==> src/include/amda_pkg.sv <==
// ----------------------------------------------------------------
// alternate master default memory acknowledge constants
// ----------------------------------------------------------------
package amda_pkg;
    localparam int ADDR_W = 28;
    localparam int WS_W = 4;
    localparam logic [WS_W-1:0] WS_ZERO = 4'h0;
    localparam logic [WS_W-1:0] WS_ONE = 4'h1;
    localparam logic [1:0] SIZE_LONG = 2'h0;
    localparam logic [1:0] SIZE_BYTE = 2'h1;
    localparam logic [1:0] SIZE_WORD = 2'h2;
    localparam logic [1:0] SIZE_LINE = 2'h3;
    localparam logic ACK_ON = 1'b0;
    localparam logic ACK_OFF = 1'b1;
    localparam logic OE_DRIVE = 1'b0;
    localparam logic OE_FLOAT = 1'b1;

    typedef enum logic [4:0] {
        ST_IDLE = 5'h01,
        ST_DECODE = 5'h02,
        ST_WAIT = 5'h04,
        ST_ACK = 5'h08,
        ST_NEGATE = 5'h10
    } amda_state_t;
endpackage

==> src/logic/amda_ws_counter.sv <==
`timescale 1ns/1ps
// ----------------------------------------------------------------
// wait-state down counter
// ----------------------------------------------------------------
module amda_ws_counter
    import amda_pkg::*;
(
    input wire logic mclk, // bus clock
    input wire logic rst, // sync reset, active high
    input wire logic load, // load start value
    input wire logic [WS_W-1:0] load_val, // programmed wait states
    output logic [WS_W-1:0] count // remaining wait states
);
    logic [WS_W-1:0] count_q;

    // saturates at zero so a stray tick never wraps
    always_ff @(posedge mclk) begin
        if (rst) begin
            count_q <= WS_ZERO;
        end else if (load) begin
            count_q <= load_val;
        end else if (count_q != WS_ZERO) begin
            count_q <= count_q - WS_ONE;
        end
    end

    assign count = count_q;
endmodule // amda_ws_counter

==> src/logic/amda_ack_ctrl.sv <==
`timescale 1ns/1ps
// Function
// RULE1 - one extra decode clock before counting
// RULE2 - decode registered address during extra clock
// RULE3 - master drives address, controls, read high
// RULE4 - master drives size code and start
// RULE5 - capture address, direction, size at C2
// RULE6 - auto ack enabled: load programmed wait count
// RULE7 - master negates start, samples acknowledge
// RULE8 - zero waits: acknowledge asserted at C3
// RULE9 - nonzero waits: drive negated, then assert
// RULE10 - master latches read data on acknowledge
// RULE11 - master waits while acknowledge negated
// RULE12 - negate acknowledge, then release next clock
// RULE13 - memory releases data after acknowledge
// RULE14 - write: master holds direction low
// RULE15 - write: master drives data in C2
// RULE16 - write: master holds data during waits
// RULE17 - write: memory latches data when ready
// RULE18 - write: master floats data after acknowledge
// RULE19 - support 8, 16, 32 bit ports
// RULE20 - only when no chip select, DRAM hit
// RULE21 - delay equals programmed wait-state count
// RULE22 - master starts aligned transfers only; the bench master also starts misaligned ones, which get no acknowledge
// RULE23 - auto ack disabled: leave acknowledge undriven
module amda_ack_ctrl
    import amda_pkg::*;
(
    input wire logic mclk, // bus clock
    input wire logic rst, // sync reset, active high
    input wire logic alt_master_owns, // bus granted to the other master
    input wire logic transfer_start_n, // bus cycle start, low active
    input wire logic [ADDR_W-1:0] addr, // alternate master address
    input wire logic read_not_write, // high for read
    input wire logic [1:0] xfer_width_code, // transfer size
    input wire logic ext_master_auto_ack_en, // default memory auto ack
    input wire logic [WS_W-1:0] dm_wait_states, // default memory wait states
    input wire logic cs_region_hit, // chip select decode of cap_addr
    input wire logic dram_bank_hit, // dram decode of cap_addr
    output logic [ADDR_W-1:0] cap_addr, // registered address
    output logic cap_read, // registered direction
    output logic [1:0] cap_size, // registered size
    output logic dm_active, // default memory ack sequence running
    output logic xfer_ack_n, // acknowledge level, low active
    output logic xfer_ack_oe_n // acknowledge drive enable, low drives
);
    amda_state_t state_q, state_d;
    logic [ADDR_W-1:0] cap_addr_q;
    logic cap_read_q;
    logic [1:0] cap_size_q;
    logic ack_n_q, ack_n_d;
    logic ack_oe_n_q, ack_oe_n_d;
    logic dm_active_q;
    logic start;
    logic aligned;
    logic take;
    logic ws_load;
    logic [WS_W-1:0] ws_count;
    logic [WS_W-1:0] ws_lat_q;
    logic [WS_W-1:0] elapsed_q;

    // ----------------------------------------------------------------
    // capture
    // ----------------------------------------------------------------
    // starts while a sequence runs are ignored; the master cannot start
    // a new cycle before it has seen the acknowledge anyway
    assign start = alt_master_owns && !transfer_start_n && (state_q == ST_IDLE);

    always_ff @(posedge mclk) begin
        if (rst) begin
            cap_addr_q <= '0;
            cap_read_q <= 1'b0;
            cap_size_q <= SIZE_LONG;
        end else if (start) begin // RULE5
            cap_addr_q <= addr;
            cap_read_q <= read_not_write;
            cap_size_q <= xfer_width_code;
        end
    end

    // ----------------------------------------------------------------
    // decode
    // ----------------------------------------------------------------
    // misaligned or line-size cycles get no acknowledge from here
    always_comb begin
        case (cap_size_q) // RULE19
            SIZE_BYTE: aligned = 1'b1;
            SIZE_WORD: aligned = (cap_addr_q[0] == 1'b0);
            SIZE_LONG: aligned = (cap_addr_q[1:0] == 2'h0);
            default: aligned = 1'b0;
        endcase
    end

    // RULE2 RULE20 RULE23
    assign take = ext_master_auto_ack_en && !cs_region_hit && !dram_bank_hit && aligned;
    assign ws_load = (state_q == ST_DECODE) && take; // RULE6

    amda_ws_counter u_ws (
        .mclk(mclk),
        .rst(rst),
        .load(ws_load),
        .load_val(dm_wait_states),
        .count(ws_count)
    );

    // ----------------------------------------------------------------
    // sequence
    // ----------------------------------------------------------------
    always_comb begin
        state_d = state_q;
        ack_n_d = ACK_OFF;
        ack_oe_n_d = OE_FLOAT;
        case (state_q)
            ST_IDLE: begin
                if (start) begin
                    state_d = ST_DECODE; // RULE1
                end
            end
            ST_DECODE: begin
                if (!take) begin
                    state_d = ST_IDLE; // RULE23
                end else if (dm_wait_states == WS_ZERO) begin
                    state_d = ST_ACK; // RULE8
                    ack_n_d = ACK_ON;
                    ack_oe_n_d = OE_DRIVE;
                end else begin
                    state_d = ST_WAIT; // RULE9
                    ack_oe_n_d = OE_DRIVE;
                end
            end
            ST_WAIT: begin
                ack_oe_n_d = OE_DRIVE;
                if (ws_count == WS_ONE) begin
                    state_d = ST_ACK; // RULE21
                    ack_n_d = ACK_ON;
                end
            end
            ST_ACK: begin
                state_d = ST_NEGATE; // RULE12
                ack_oe_n_d = OE_DRIVE;
            end
            ST_NEGATE: begin
                state_d = ST_IDLE; // RULE12
            end
            default: begin
                state_d = ST_IDLE;
            end
        endcase
    end

    always_ff @(posedge mclk) begin
        if (rst) begin
            state_q <= ST_IDLE;
        end else begin
            state_q <= state_d;
        end
    end

    always_ff @(posedge mclk) begin
        if (rst) begin
            ack_n_q <= ACK_OFF;
            ack_oe_n_q <= OE_FLOAT;
        end else begin
            ack_n_q <= ack_n_d;
            ack_oe_n_q <= ack_oe_n_d;
        end
    end

    always_ff @(posedge mclk) begin
        if (rst) begin
            dm_active_q <= 1'b0;
        end else begin
            dm_active_q <= (state_d == ST_WAIT) || (state_d == ST_ACK) || (state_d == ST_NEGATE);
        end
    end

    assign cap_addr = cap_addr_q;
    assign cap_read = cap_read_q;
    assign cap_size = cap_size_q;
    assign dm_active = dm_active_q;
    assign xfer_ack_n = ack_n_q;
    assign xfer_ack_oe_n = ack_oe_n_q;

    // ----------------------------------------------------------------
    // checks
    // ----------------------------------------------------------------
    // helper: wait states seen before the acknowledge
    always_ff @(posedge mclk) begin
        if (rst) begin
            ws_lat_q <= WS_ZERO;
            elapsed_q <= WS_ZERO;
        end else if (ws_load) begin
            ws_lat_q <= dm_wait_states;
            elapsed_q <= WS_ZERO;
        end else if (state_q == ST_WAIT) begin
            elapsed_q <= elapsed_q + WS_ONE;
        end
    end

    capture_regs_a: assert property (@(posedge mclk) disable iff (rst) // RULE5
        start |=> (cap_addr_q == $past(addr)) && (cap_read_q == $past(read_not_write))
            && (cap_size_q == $past(xfer_width_code)))
        else $error("transfer fields not captured");

    decode_gap_a: assert property (@(posedge mclk) disable iff (rst) // RULE1
        start |=> (state_q == ST_DECODE) && (ack_oe_n_q == OE_FLOAT))
        else $error("acknowledge driven during decode clock");

    zero_wait_a: assert property (@(posedge mclk) disable iff (rst) // RULE8
        (state_q == ST_DECODE && take && dm_wait_states == WS_ZERO)
            |=> (ack_n_q == ACK_ON) && (ack_oe_n_q == OE_DRIVE))
        else $error("zero wait acknowledge not at third clock");

    wait_negated_a: assert property (@(posedge mclk) disable iff (rst) // RULE9
        (state_q == ST_DECODE && take && dm_wait_states != WS_ZERO)
            |=> (ack_n_q == ACK_OFF) && (ack_oe_n_q == OE_DRIVE))
        else $error("acknowledge not driven negated during waits");

    wait_count_a: assert property (@(posedge mclk) disable iff (rst) // RULE21
        $fell(ack_n_q) |-> (elapsed_q == ws_lat_q))
        else $error("acknowledge delay differs from wait count");

    negate_release_a: assert property (@(posedge mclk) disable iff (rst) // RULE12
        (ack_n_q == ACK_ON) |=> (ack_n_q == ACK_OFF) && (ack_oe_n_q == OE_DRIVE)
            ##1 (ack_oe_n_q == OE_FLOAT))
        else $error("acknowledge not negated then released");

    no_auto_a: assert property (@(posedge mclk) disable iff (rst) // RULE23
        (state_q == ST_DECODE && !ext_master_auto_ack_en) |=> (ack_oe_n_q == OE_FLOAT)[*2])
        else $error("acknowledge driven with auto ack off");

    region_hit_a: assert property (@(posedge mclk) disable iff (rst) // RULE20
        (state_q == ST_DECODE && (cs_region_hit || dram_bank_hit))
            |=> (state_q == ST_IDLE) && (ack_oe_n_q == OE_FLOAT))
        else $error("default acknowledge on other region");

    size_align_a: assert property (@(posedge mclk) disable iff (rst) // RULE19
        (state_q == ST_DECODE && ext_master_auto_ack_en && !cs_region_hit && !dram_bank_hit
            && cap_size_q == SIZE_WORD && !cap_addr_q[0]) |=> (ack_oe_n_q == OE_DRIVE))
        else $error("aligned word transfer not acknowledged");
endmodule // amda_ack_ctrl

==> config.mk <==
export PLATFORM = sky130hd
export DESIGN_NAME = amda_ack_ctrl
export DESIGN_NICKNAME = d
export VERILOG_FILES = /design/src/include/amda_pkg.sv /design/src/logic/amda_ws_counter.sv /design/src/logic/amda_ack_ctrl.sv
export SDC_FILE = /design/constraint.sdc
export NUM_CORES = 1
export LEC_CHECK = 0
export BUFFER_PORTS_ARGS = -buffer_cell sky130_fd_sc_hd__buf_2
export CAP_MARGIN = 10
export CELL_PAD_IN_SITES_DETAIL_PLACEMENT = 0
export CELL_PAD_IN_SITES_GLOBAL_PLACEMENT = 2
export CORE_MARGIN = 2
export CORE_UTILIZATION = 26
export DETAILED_ROUTE_END_ITERATION = 8
export GPL_TIMING_DRIVEN = 0
export HOLD_SLACK_MARGIN = 0.06
export PLACE_DENSITY = 0.8
export SLEW_MARGIN = 10
export SYNTH_ARGS = -nofsm -noshare
export SYNTH_HDL_FRONTEND = slang
export SYNTH_SLANG_ARGS = --single-unit
==> constraint.sdc <==
create_clock -name mclk -period 1.7 [get_ports mclk]
set_input_delay 0.34 -clock mclk [delete_from_list [all_inputs] [get_ports mclk]]
set_output_delay 0.34 -clock mclk [all_outputs]
set_load 0.02 [all_outputs]
* After elaboration in Yosys (flattened, before gate mapping) *
Index checks and enable logic that the tools add are counted.

storage, ports and cells
  bits in registers = 43
  input port bits = 42
  output and inout bits = 34

operators by class
  reduce and logical (&&, ||, !) cells = 17
  muxes and demuxes = 14
  equality and inequality tests = 10
  bitwise operators = 1
  add/subtract/negate cells = 1

operator list
  cell                   number
  $pmux W5 S4            1
  $mux W4                4
  $eq A5 B3 Y1 const B   2
  $eq A5 B4 Y1 const B   2
  $mux W5                2
  $logic_and A1 B1 Y1    6
  $eq A5 B1 Y1 const B   1
  $eq A5 B2 Y1 const B   1
  $eq A5 B5 Y1 const B   1
  $eq A4 B1 Y1 const B   1
  $logic_not A2 Y1       2
  $logic_not A4 Y1       1
  $mux W1                4
  $pmux W1 S2            2
  $reduce_bool A4 Y1     1
  $sub A4 B1 Y4 const B  1
  $logic_not A1 Y1       3
  $pmux W1 S3            1
  $eq A2 B1 Y1 const B   1
  $eq A2 B2 Y1 const B   1
  $logic_or A1 B1 Y1     2
  $reduce_bool A2 Y1     1
  $reduce_or A2 Y1       1
  $not A1 Y1             1

* Logic depth before layout (Yosys ltp) *
Gate-level depths: netlist (run 1).

  depth after elaboration = 9
  mapped depth = 7
  depth with buffers taken out = 6

* Hierarchy *
Synthesis (run 1) repeated with hierarchy kept, for this count alone.

second synthesis, totals
  cells, all modules = 202
  area, all modules = 1740.4 um2

by module, submodules not included
  module           instances  area an instance (um2)  seq. area each (um2)  cells each
  amda_ack_ctrl    1          1514.0                  780.7                 177
  amda_ws_counter  1          226.5                   80.1                  25

* Worst setup path before layout (run 1) *
OpenSTA, ideal clock, no wires.

  path kind = register -> register
  start = register cap_size_q[1], in the netlist cap_size[1]
  end = register ack_oe_n_q, in the netlist xfer_ack_oe_n
  library setup time = 0.127 ns
  required time = 1.573 ns
  path slack = 0.117 ns
  stages on the path, launching flop included = 5
  arrival = 1.456 ns
  clock period less this slack = 1.583 ns
  path buffers = 0
  path through = dfxtp_1 and2b_4 o31ai_2 a41oi_1 or3_1

between the ends
  longest elaborated chain between the ends = 5

ends and longest elaborated chain
  element                               line                  source
  from (decl)                           amda_ack_ctrl.sv:50   logic [1:0] cap_size_q;
  from (signal assigned)                amda_ack_ctrl.sv:77   cap_size_q <= xfer_width_code;
  $eq A2 B2 Y1 (tied with other cells)  amda_ack_ctrl.sv:86   case (cap_size_q)
  $pmux W1 S3 (*)                       amda_ack_ctrl.sv:86
  $logic_and A1 B1 Y1 (*)               amda_ack_ctrl.sv:95   assign take = ext_master_auto_ack_en && !cs_region_hit && !dram_bank_hit && aligned;
  $mux W1 (*)                           amda_ack_ctrl.sv:120  if (!take) begin
  $pmux W1 S2 (*)                       amda_ack_ctrl.sv:113  case (state_q)
  to (signal assigned)                  amda_ack_ctrl.sv:165  ack_oe_n_q <= ack_oe_n_d;
  to (decl)                             amda_ack_ctrl.sv:52   logic ack_oe_n_q, ack_oe_n_d;

Every way passes the cells marked *; elsewhere a longest branch is shown, timed or not.
A chain may end at the register's enable or synchronous reset.

* Worst setup path after layout (run 1) *
  start = register state_q[1]
  end = register cap_addr_q[18], in the netlist cap_addr[18]

between the ends
  longest elaborated chain between the ends = 2

ends and longest elaborated chain
  element                 line                  source
  from (decl)             amda_ack_ctrl.sv:47   amda_state_t state_q, state_d;
  from (signal assigned)  amda_ack_ctrl.sv:155  state_q <= state_d;
  $eq A5 B1 Y1            amda_ack_ctrl.sv:67   assign start = alt_master_owns && !transfer_start_n && (state_q == ST_IDLE);
  $logic_and A1 B1 Y1     amda_ack_ctrl.sv:67
  to (signal assigned)    amda_ack_ctrl.sv:75   cap_addr_q <= addr;
  to (decl)               amda_ack_ctrl.sv:48   logic [ADDR_W-1:0] cap_addr_q;

Every way passes these cells.

==> results.sh, run 1 <==
export IMPL_antenna_found_initial=0
export IMPL_fin_crit_sh_pct=92.35
export IMPL_rsz0062_at_grt="false"
export IMPL_grt_pass1_wl_um=7417
export IMPL_ctsHtreeMaxLevel=2
export IMPL_final_nets=341
export IMPL_outcome="finished clean"
export IMPL_ir_worst_vdd_uv=322.5
export IMPL_postCtsSetupRepairBufs=0
export IMPL_syn_area_um2=1799
export IMPL_finalSetupTns_ps=0
export IMPL_drtIter0Drc=43
export IMPL_skew_ps=9.537
export IMPL_layout_drive_gt1_share_pct=32.77
export IMPL_final_cell_area_um2=2390
export IMPL_place_area_um2=2270
export IMPL_dp_hpwl_um=3373
export IMPL_max_clock_path_buffers=2
export IMPL_cts_tree="done"
export IMPL_cpLargestDelayFamily="simple AND/OR/NAND/NOR gates"
export IMPL_min_period_ps=1570
export IMPL_overflow=0
export IMPL_path_buf_inv=3
export IMPL_ant_nets=0
export IMPL_ys_seq_area_share_pct=47.84
export IMPL_grtUsageTotal_pct=12.42
export IMPL_path_max_fanout=10
export IMPL_placementRows=30
export IMPL_start_kind="register"
export IMPL_post_route_drc_count=0
export IMPL_p_leak_nw=1.049
export IMPL_hp_class="in -> reg"
export IMPL_synth_nets=260
export IMPL_cp_end_kind="register"
export IMPL_postSynthAreaPerCell_um2=8.368
export IMPL_synth_flop_cell="dfxtp_1"
export IMPL_required_ps=1850
export IMPL_wire_per_inst_um=12.14
export IMPL_die_area_um2=7601
export IMPL_gp_congestion=0.7315
export IMPL_grt_start_max_net_pins=14
export IMPL_cts_sinks=43
export IMPL_synthCells=215
export IMPL_crit_chain="buf_4, nand4bb_4, or3_1, buf_2, buf_6, nand2_1, a21oi_1"
export IMPL_yosysWarnings=0
export IMPL_worst_pin_slew_ps=538.1
export IMPL_synth_edff_count=0
export IMPL_async_reset_ff_share_pct=0
export IMPL_numPortBuffers=74
export IMPL_insertion_delay_ps=290
export IMPL_final_cell_count_no_fill=376
export IMPL_slowest_delay_ps=320
export IMPL_chipHeight_um=87.19
export IMPL_path_clk_slew_ps=90
export IMPL_die_x_um=87.19
export IMPL_area_growth_pct=32.82
export IMPL_critical_path_arrival_ps=1720
export IMPL_setup_viol=0
export IMPL_ys_seq_elements=43
export IMPL_initial_core_util_pct=26.63
export IMPL_power_density_nw_per_um2=1054
export IMPL_drt_pass1_iterations=4
export IMPL_fmax_ghz=0.6369
export IMPL_slew_viol_final=0
export IMPL_finalHoldViolCount=0
export IMPL_routed_wl_um=4563
export IMPL_vias=1678
export IMPL_viasPerCell=4.463
export IMPL_cts_inserted_buffers=5
export IMPL_core_area_um2=6756
export IMPL_slowest_stage="or3_1"
export IMPL_critPathKind="reg -> reg"
export IMPL_num_antenna_cells=0
export IMPL_relSlewSlack_pct=64.13
export IMPL_ys_types=35
export IMPL_cts_root_buf="clkbuf_8"
export IMPL_finalHoldWorstSlack_ps=270.8
export IMPL_io_pins=76
export IMPL_cap_viol_max_count=0
export IMPL_grt_pass1_vias=1576
export IMPL_dp_cells=369
-- cell usage after synthesis, types with 3 or more instances --
| master | n | area, µm² |
|---|---|---|
| buf_2 | 4 | 20.02 |
| o21ai_0 | 3 | 15.01 |
| nand2_1 | 65 | 244.0 |
| dfxtp_1 | 43 | 860.8 |
| nor3_1 | 6 | 30.03 |
| buf_6 | 3 | 33.78 |
| nor2_1 | 7 | 26.28 |
| nand3_1 | 5 | 25.02 |
| or3_1 | 3 | 18.77 |
| ha_1 | 3 | 37.54 |
| nand2b_1 | 4 | 25.02 |
| a21oi_1 | 38 | 190.2 |
| clkbuf_1 | 4 | 15.01 |
-- report_power, final --
group / switching, mW / internal, mW
Clock: 0.352 / 0.430
Sequential: 0.0652 / 1.09
Combinational: 0.308 / 0.277
Total: 0.725 / 1.79
-- worst reg2reg max path, stage by stage, from the launching register on --
cell	delay, ps
dfxtp_1	300
buf_4	160
nand4bb_4	200
or3_1	320
buf_2	180
buf_6	150
nand2_1	60
a21oi_1	60
-- registers in the layout (all words and copies together), names as in the netlist --
name and cells:
cap_addr 28, state_q 5, u_ws.count 4, cap_size 2
cap_read 1, dm_active 1, xfer_ack_n 1, xfer_ack_oe_n 1
-- cells by family after synthesis --
group                    after synthesis  share of synthesized area [%]
multiplexers                           3                          1.739
flip-flops                            43                          47.84
adder cells (fa/ha/maj)                3                          2.086
buffers and inverters                 15                          4.868
XOR/XNOR                               3                          1.461
AND/OR/NAND/NOR                      101                          27.68
AO/OA/AOI/OAI                         47                          14.33
-- stage by stage --
| step | total power [mW] | worst slack (ps) | util [%] |
|---|---|---|---|
| after CTS | 2.539 | 29.13 | 35.17 |
| final | 2.518 | 130.0 | 35.37 |
| after global placement | 1.744 | 41.22 | 33.59 |
| after floorplan | 1.584 | 117.3 | - |
| after detailed placement | 1.746 | 52.13 | 33.59 |
| after global routing | 2.673 | 25.38 | 35.37 |
-- final timing paths --
kind / slack [ps] / start / depth (start not counted) / end
hold / removal: 270 / addr[19] / 3 / cap_addr[19]
setup / recovery: 130 / state_q[1] / 7 / cap_addr[18]
hold reg to reg: 450 / cap_addr[17] / 2 / cap_addr[17]
setup reg to reg: 130 / state_q[1] / 7 / cap_addr[18]
-- repair_timing --
item / CTS / global route
setup endpoints to repair: 0 / 2
hold buffers: 0 / 0
resized for setup: 0 / 2
-- layout by cell type (no fill, tap or decap), drive strengths merged, types with 2 or more instances in the layout --
cell type / n
or3: 3
or2: 2
nor2: 7
dfxtp: 43
a21oi: 38
nor3: 7
nand2b: 4
inv: 2
xnor2: 2
nand2: 65
clkbuf: 9
mux2i: 2
ha: 3
o21ai: 3
nand3: 5
buf: 83
nor4: 2
-- final cells by class --
cell class	count	area (µm²)
inverters	2	7.507
clock inverters	2	37.54
well taps	80	100.1
clock buffers	5	68.82
repair buffers	74	370.4
multi-input cells	157	864.6
flip-flops and latches	43	860.8
plain buffers	13	80.08
fillers	722	4367
-- layer usage --
layer,GRT usage (%),wire length (µm),vias up
li1,-,-,882
met1,16.63,2107,745
met2,19.43,2114,49
met3,3.507,303,2
met4,3.776,38,0
met5,0,0,-
Power figures use the tool's default switching activity.
==> run 2, diff against run 1 <==
- ABC_AREA: default -> 1
- CORE_UTILIZATION: 26 -> 24
- PLACE_DENSITY: 0.8 -> 0.78
==> results.sh, run 2 <==
export IMPL_path_max_fanout=10
export IMPL_ant_nets=0
export IMPL_core_area_um2=6869
export IMPL_largest_reg_flops=28
export IMPL_final_cell_count_no_fill=408
export IMPL_initial_core_util_pct=25.06
export IMPL_cts_hold_buf=0
export IMPL_finalHoldViolCount=0
export IMPL_drt_pass1_iterations=4
export IMPL_slew_viol_final=0
export IMPL_max_clock_path_buffers=2
export IMPL_required_ps=1890
export IMPL_p_leak_nw=1.206
export IMPL_dp_hpwl_um=3343
export IMPL_finalSetupTns_ps=0
export IMPL_synth_top_area_share_pct=50.00
export IMPL_wire_per_inst_um=11.00
export IMPL_placementRows=30
export IMPL_synth_nets=274
export IMPL_grt_pass1_wl_um=7231
export IMPL_power_density_nw_per_um2=1074
export IMPL_grt_start_max_net_pins=13
export IMPL_fmax_ghz=0.7365
export IMPL_start_kind="register"
export IMPL_postSynthAreaPerCell_um2=7.518
export IMPL_async_reset_ff_share_pct=0
export IMPL_post_route_drc_count=0
export IMPL_final_nets=356
export IMPL_io_pins=76
export IMPL_min_period_ps=1358
export IMPL_rsz0062_at_grt="false"
export IMPL_overflow=0
export IMPL_synth_area_top_cells="dfxtp_1 50%, nor2_1 17%, o21ai_0 8.4%"
export IMPL_area_growth_pct=33.50
export IMPL_die_x_um=88.70
export IMPL_cp_end_kind="register"
export IMPL_final_common_cell="buf_2"
export IMPL_ys_top_cells_by_count="77 x nor2_1, 43 x dfxtp_1, 29 x o21ai_0, 19 x inv_1, 18 x nand2_1"
export IMPL_synth_top_cell_by_area="dfxtp_1"
export IMPL_synth_flop_cell="dfxtp_1"
export IMPL_hp_class="in -> reg"
export IMPL_cts_inserted_buffers=5
export IMPL_routed_wl_um=4486
export IMPL_final_cell_mix="81 x buf_2, 77 x nor2_1, 43 x dfxtp_1, 29 x o21ai_0, 19 x inv_1"
export IMPL_outcome="finished clean"
export IMPL_cts_sinks=43
export IMPL_yosysWarnings=0
export IMPL_cts_root_buf="clkbuf_8"
export IMPL_final_core_util_pct=33.46
export IMPL_synth_most_common_cell="nor2_1"
export IMPL_ctsHtreeMaxLevel=2
export IMPL_insertion_delay_ps=290
export IMPL_cap_viol_max_count=0
export IMPL_place_area_um2=2217
export IMPL_drtIter0Drc=56
export IMPL_critPathKind="reg -> reg"
export IMPL_relSlewSlack_pct=72.25
export IMPL_grtUsageTotal_pct=11.84
export IMPL_cts_resized=0
export IMPL_skew_ps=4.125
export IMPL_dp_cells=400
export IMPL_synthCells=229
export IMPL_vias=1681
export IMPL_setup_viol=0
export IMPL_antenna_found_initial=0
export IMPL_num_antenna_cells=0
export IMPL_ys_seq_area_share_pct=50.00
export IMPL_worst_pin_slew_ps=416.3
export IMPL_ir_worst_vdd_uv=449.0
export IMPL_gp_congestion=0.7300
export IMPL_syn_area_um2=1722
export IMPL_grt_pass1_vias=1624
export IMPL_ys_seq_elements=43
export IMPL_ys_types=25
export IMPL_chipHeight_um=88.70
export IMPL_path_clk_slew_ps=80
export IMPL_layout_drive_gt1_share_pct=30.77
export IMPL_fin_crit_sh_pct=79.87
export IMPL_synth_edff_count=0
export IMPL_die_area_um2=7867
export IMPL_numPortBuffers=75
export IMPL_postCtsSetupRepairBufs=0
export IMPL_final_cell_area_um2=2298
export IMPL_critical_path_arrival_ps=1540
export IMPL_viasPerCell=4.120
export IMPL_cts_tree="done"
[run 2: cell count changes in the layout (fill, tap and decap cells not counted), sizes merged, moves of 5 or more]
cell,delta
nor3,-5
nand2,-47
nor2,+73
o21ai,+32
inv,+18
a21oi,-35
[run 2: path summary, 6_finish.rpt]
| check | slack (ps) | endpoint | cells past startpoint | startpoint |
|---|---|---|---|---|
| setup / recovery | 340 | u_ws.count[2] | 7 | state_q[2] |
| hold / removal | 270 | cap_read | 3 | read_not_write |
| setup reg to reg | 340 | u_ws.count[2] | 7 | state_q[2] |
| hold reg to reg | 500 | cap_addr[8] | 2 | cap_addr[8] |
[run 2: critical path, cell delays in order (launching register included)]
cell	delay, ps
dfxtp_1	320
nor2_2	140
nand2_1	80
nor2_2	150
nand3_1	140
buf_6	170
o21ai_0	190
nor2_1	60
[run 2: per-layer routing]
metal  share of wire (%)  global-route usage (%)  vias to the layer above
met2                  44                   18.18                       47
li1                    -                       -                      887
met3                 7.6                   5.037                        2
met1                  48                   15.24                      745
met5                   0                       0                        -
met4                0.47                   3.306                        0
[run 2: layout make-up]
cell class                      count  area [µm²]
Multi-Input combinational cell    156       732.0
Clock buffer                        7       76.32
Timing Repair Buffer               75       375.4
Clock inverter                      1       5.005
Buffer                             10       53.80
Tap cell                           96       120.1
Inverter                           20       75.07
Fill cell                         763        4571
Sequential cell                    43       860.8
[run 2: where the power goes]
group,total [mW],switching (mW),internal (mW),leakage (nW)
clock,0.626,0.338,0.289,0.0422
sequential,1.18,0.0652,1.11,0.353
combinational,0.663,0.391,0.271,0.811
[run 2: metrics by stage]
| stage | hold slack [ps] | setup slack, ps | power [mW] |
|---|---|---|---|
| 3_3_place_gp | 479.4 | 223.6 | 1.877 |
| 6_report | 270.1 | 342.2 | 2.468 |
| 2_1_floorplan | 412.4 | 453.8 | 1.670 |
| 4_1_cts | 259.4 | 310.4 | 2.510 |
| 5_1_grt | 257.8 | 137.9 | 2.666 |
| 3_5_place_dp | 483.0 | 230.3 | 1.872 |
[run 2: kinds of logic after synthesis]
family | share of synthesized area (%)
xor+xnor | 1.526
buf+inv | 7.485
fa+ha+maj | 2.180
simple gates | 27.11
flops | 50.00
compound gates | 11.70
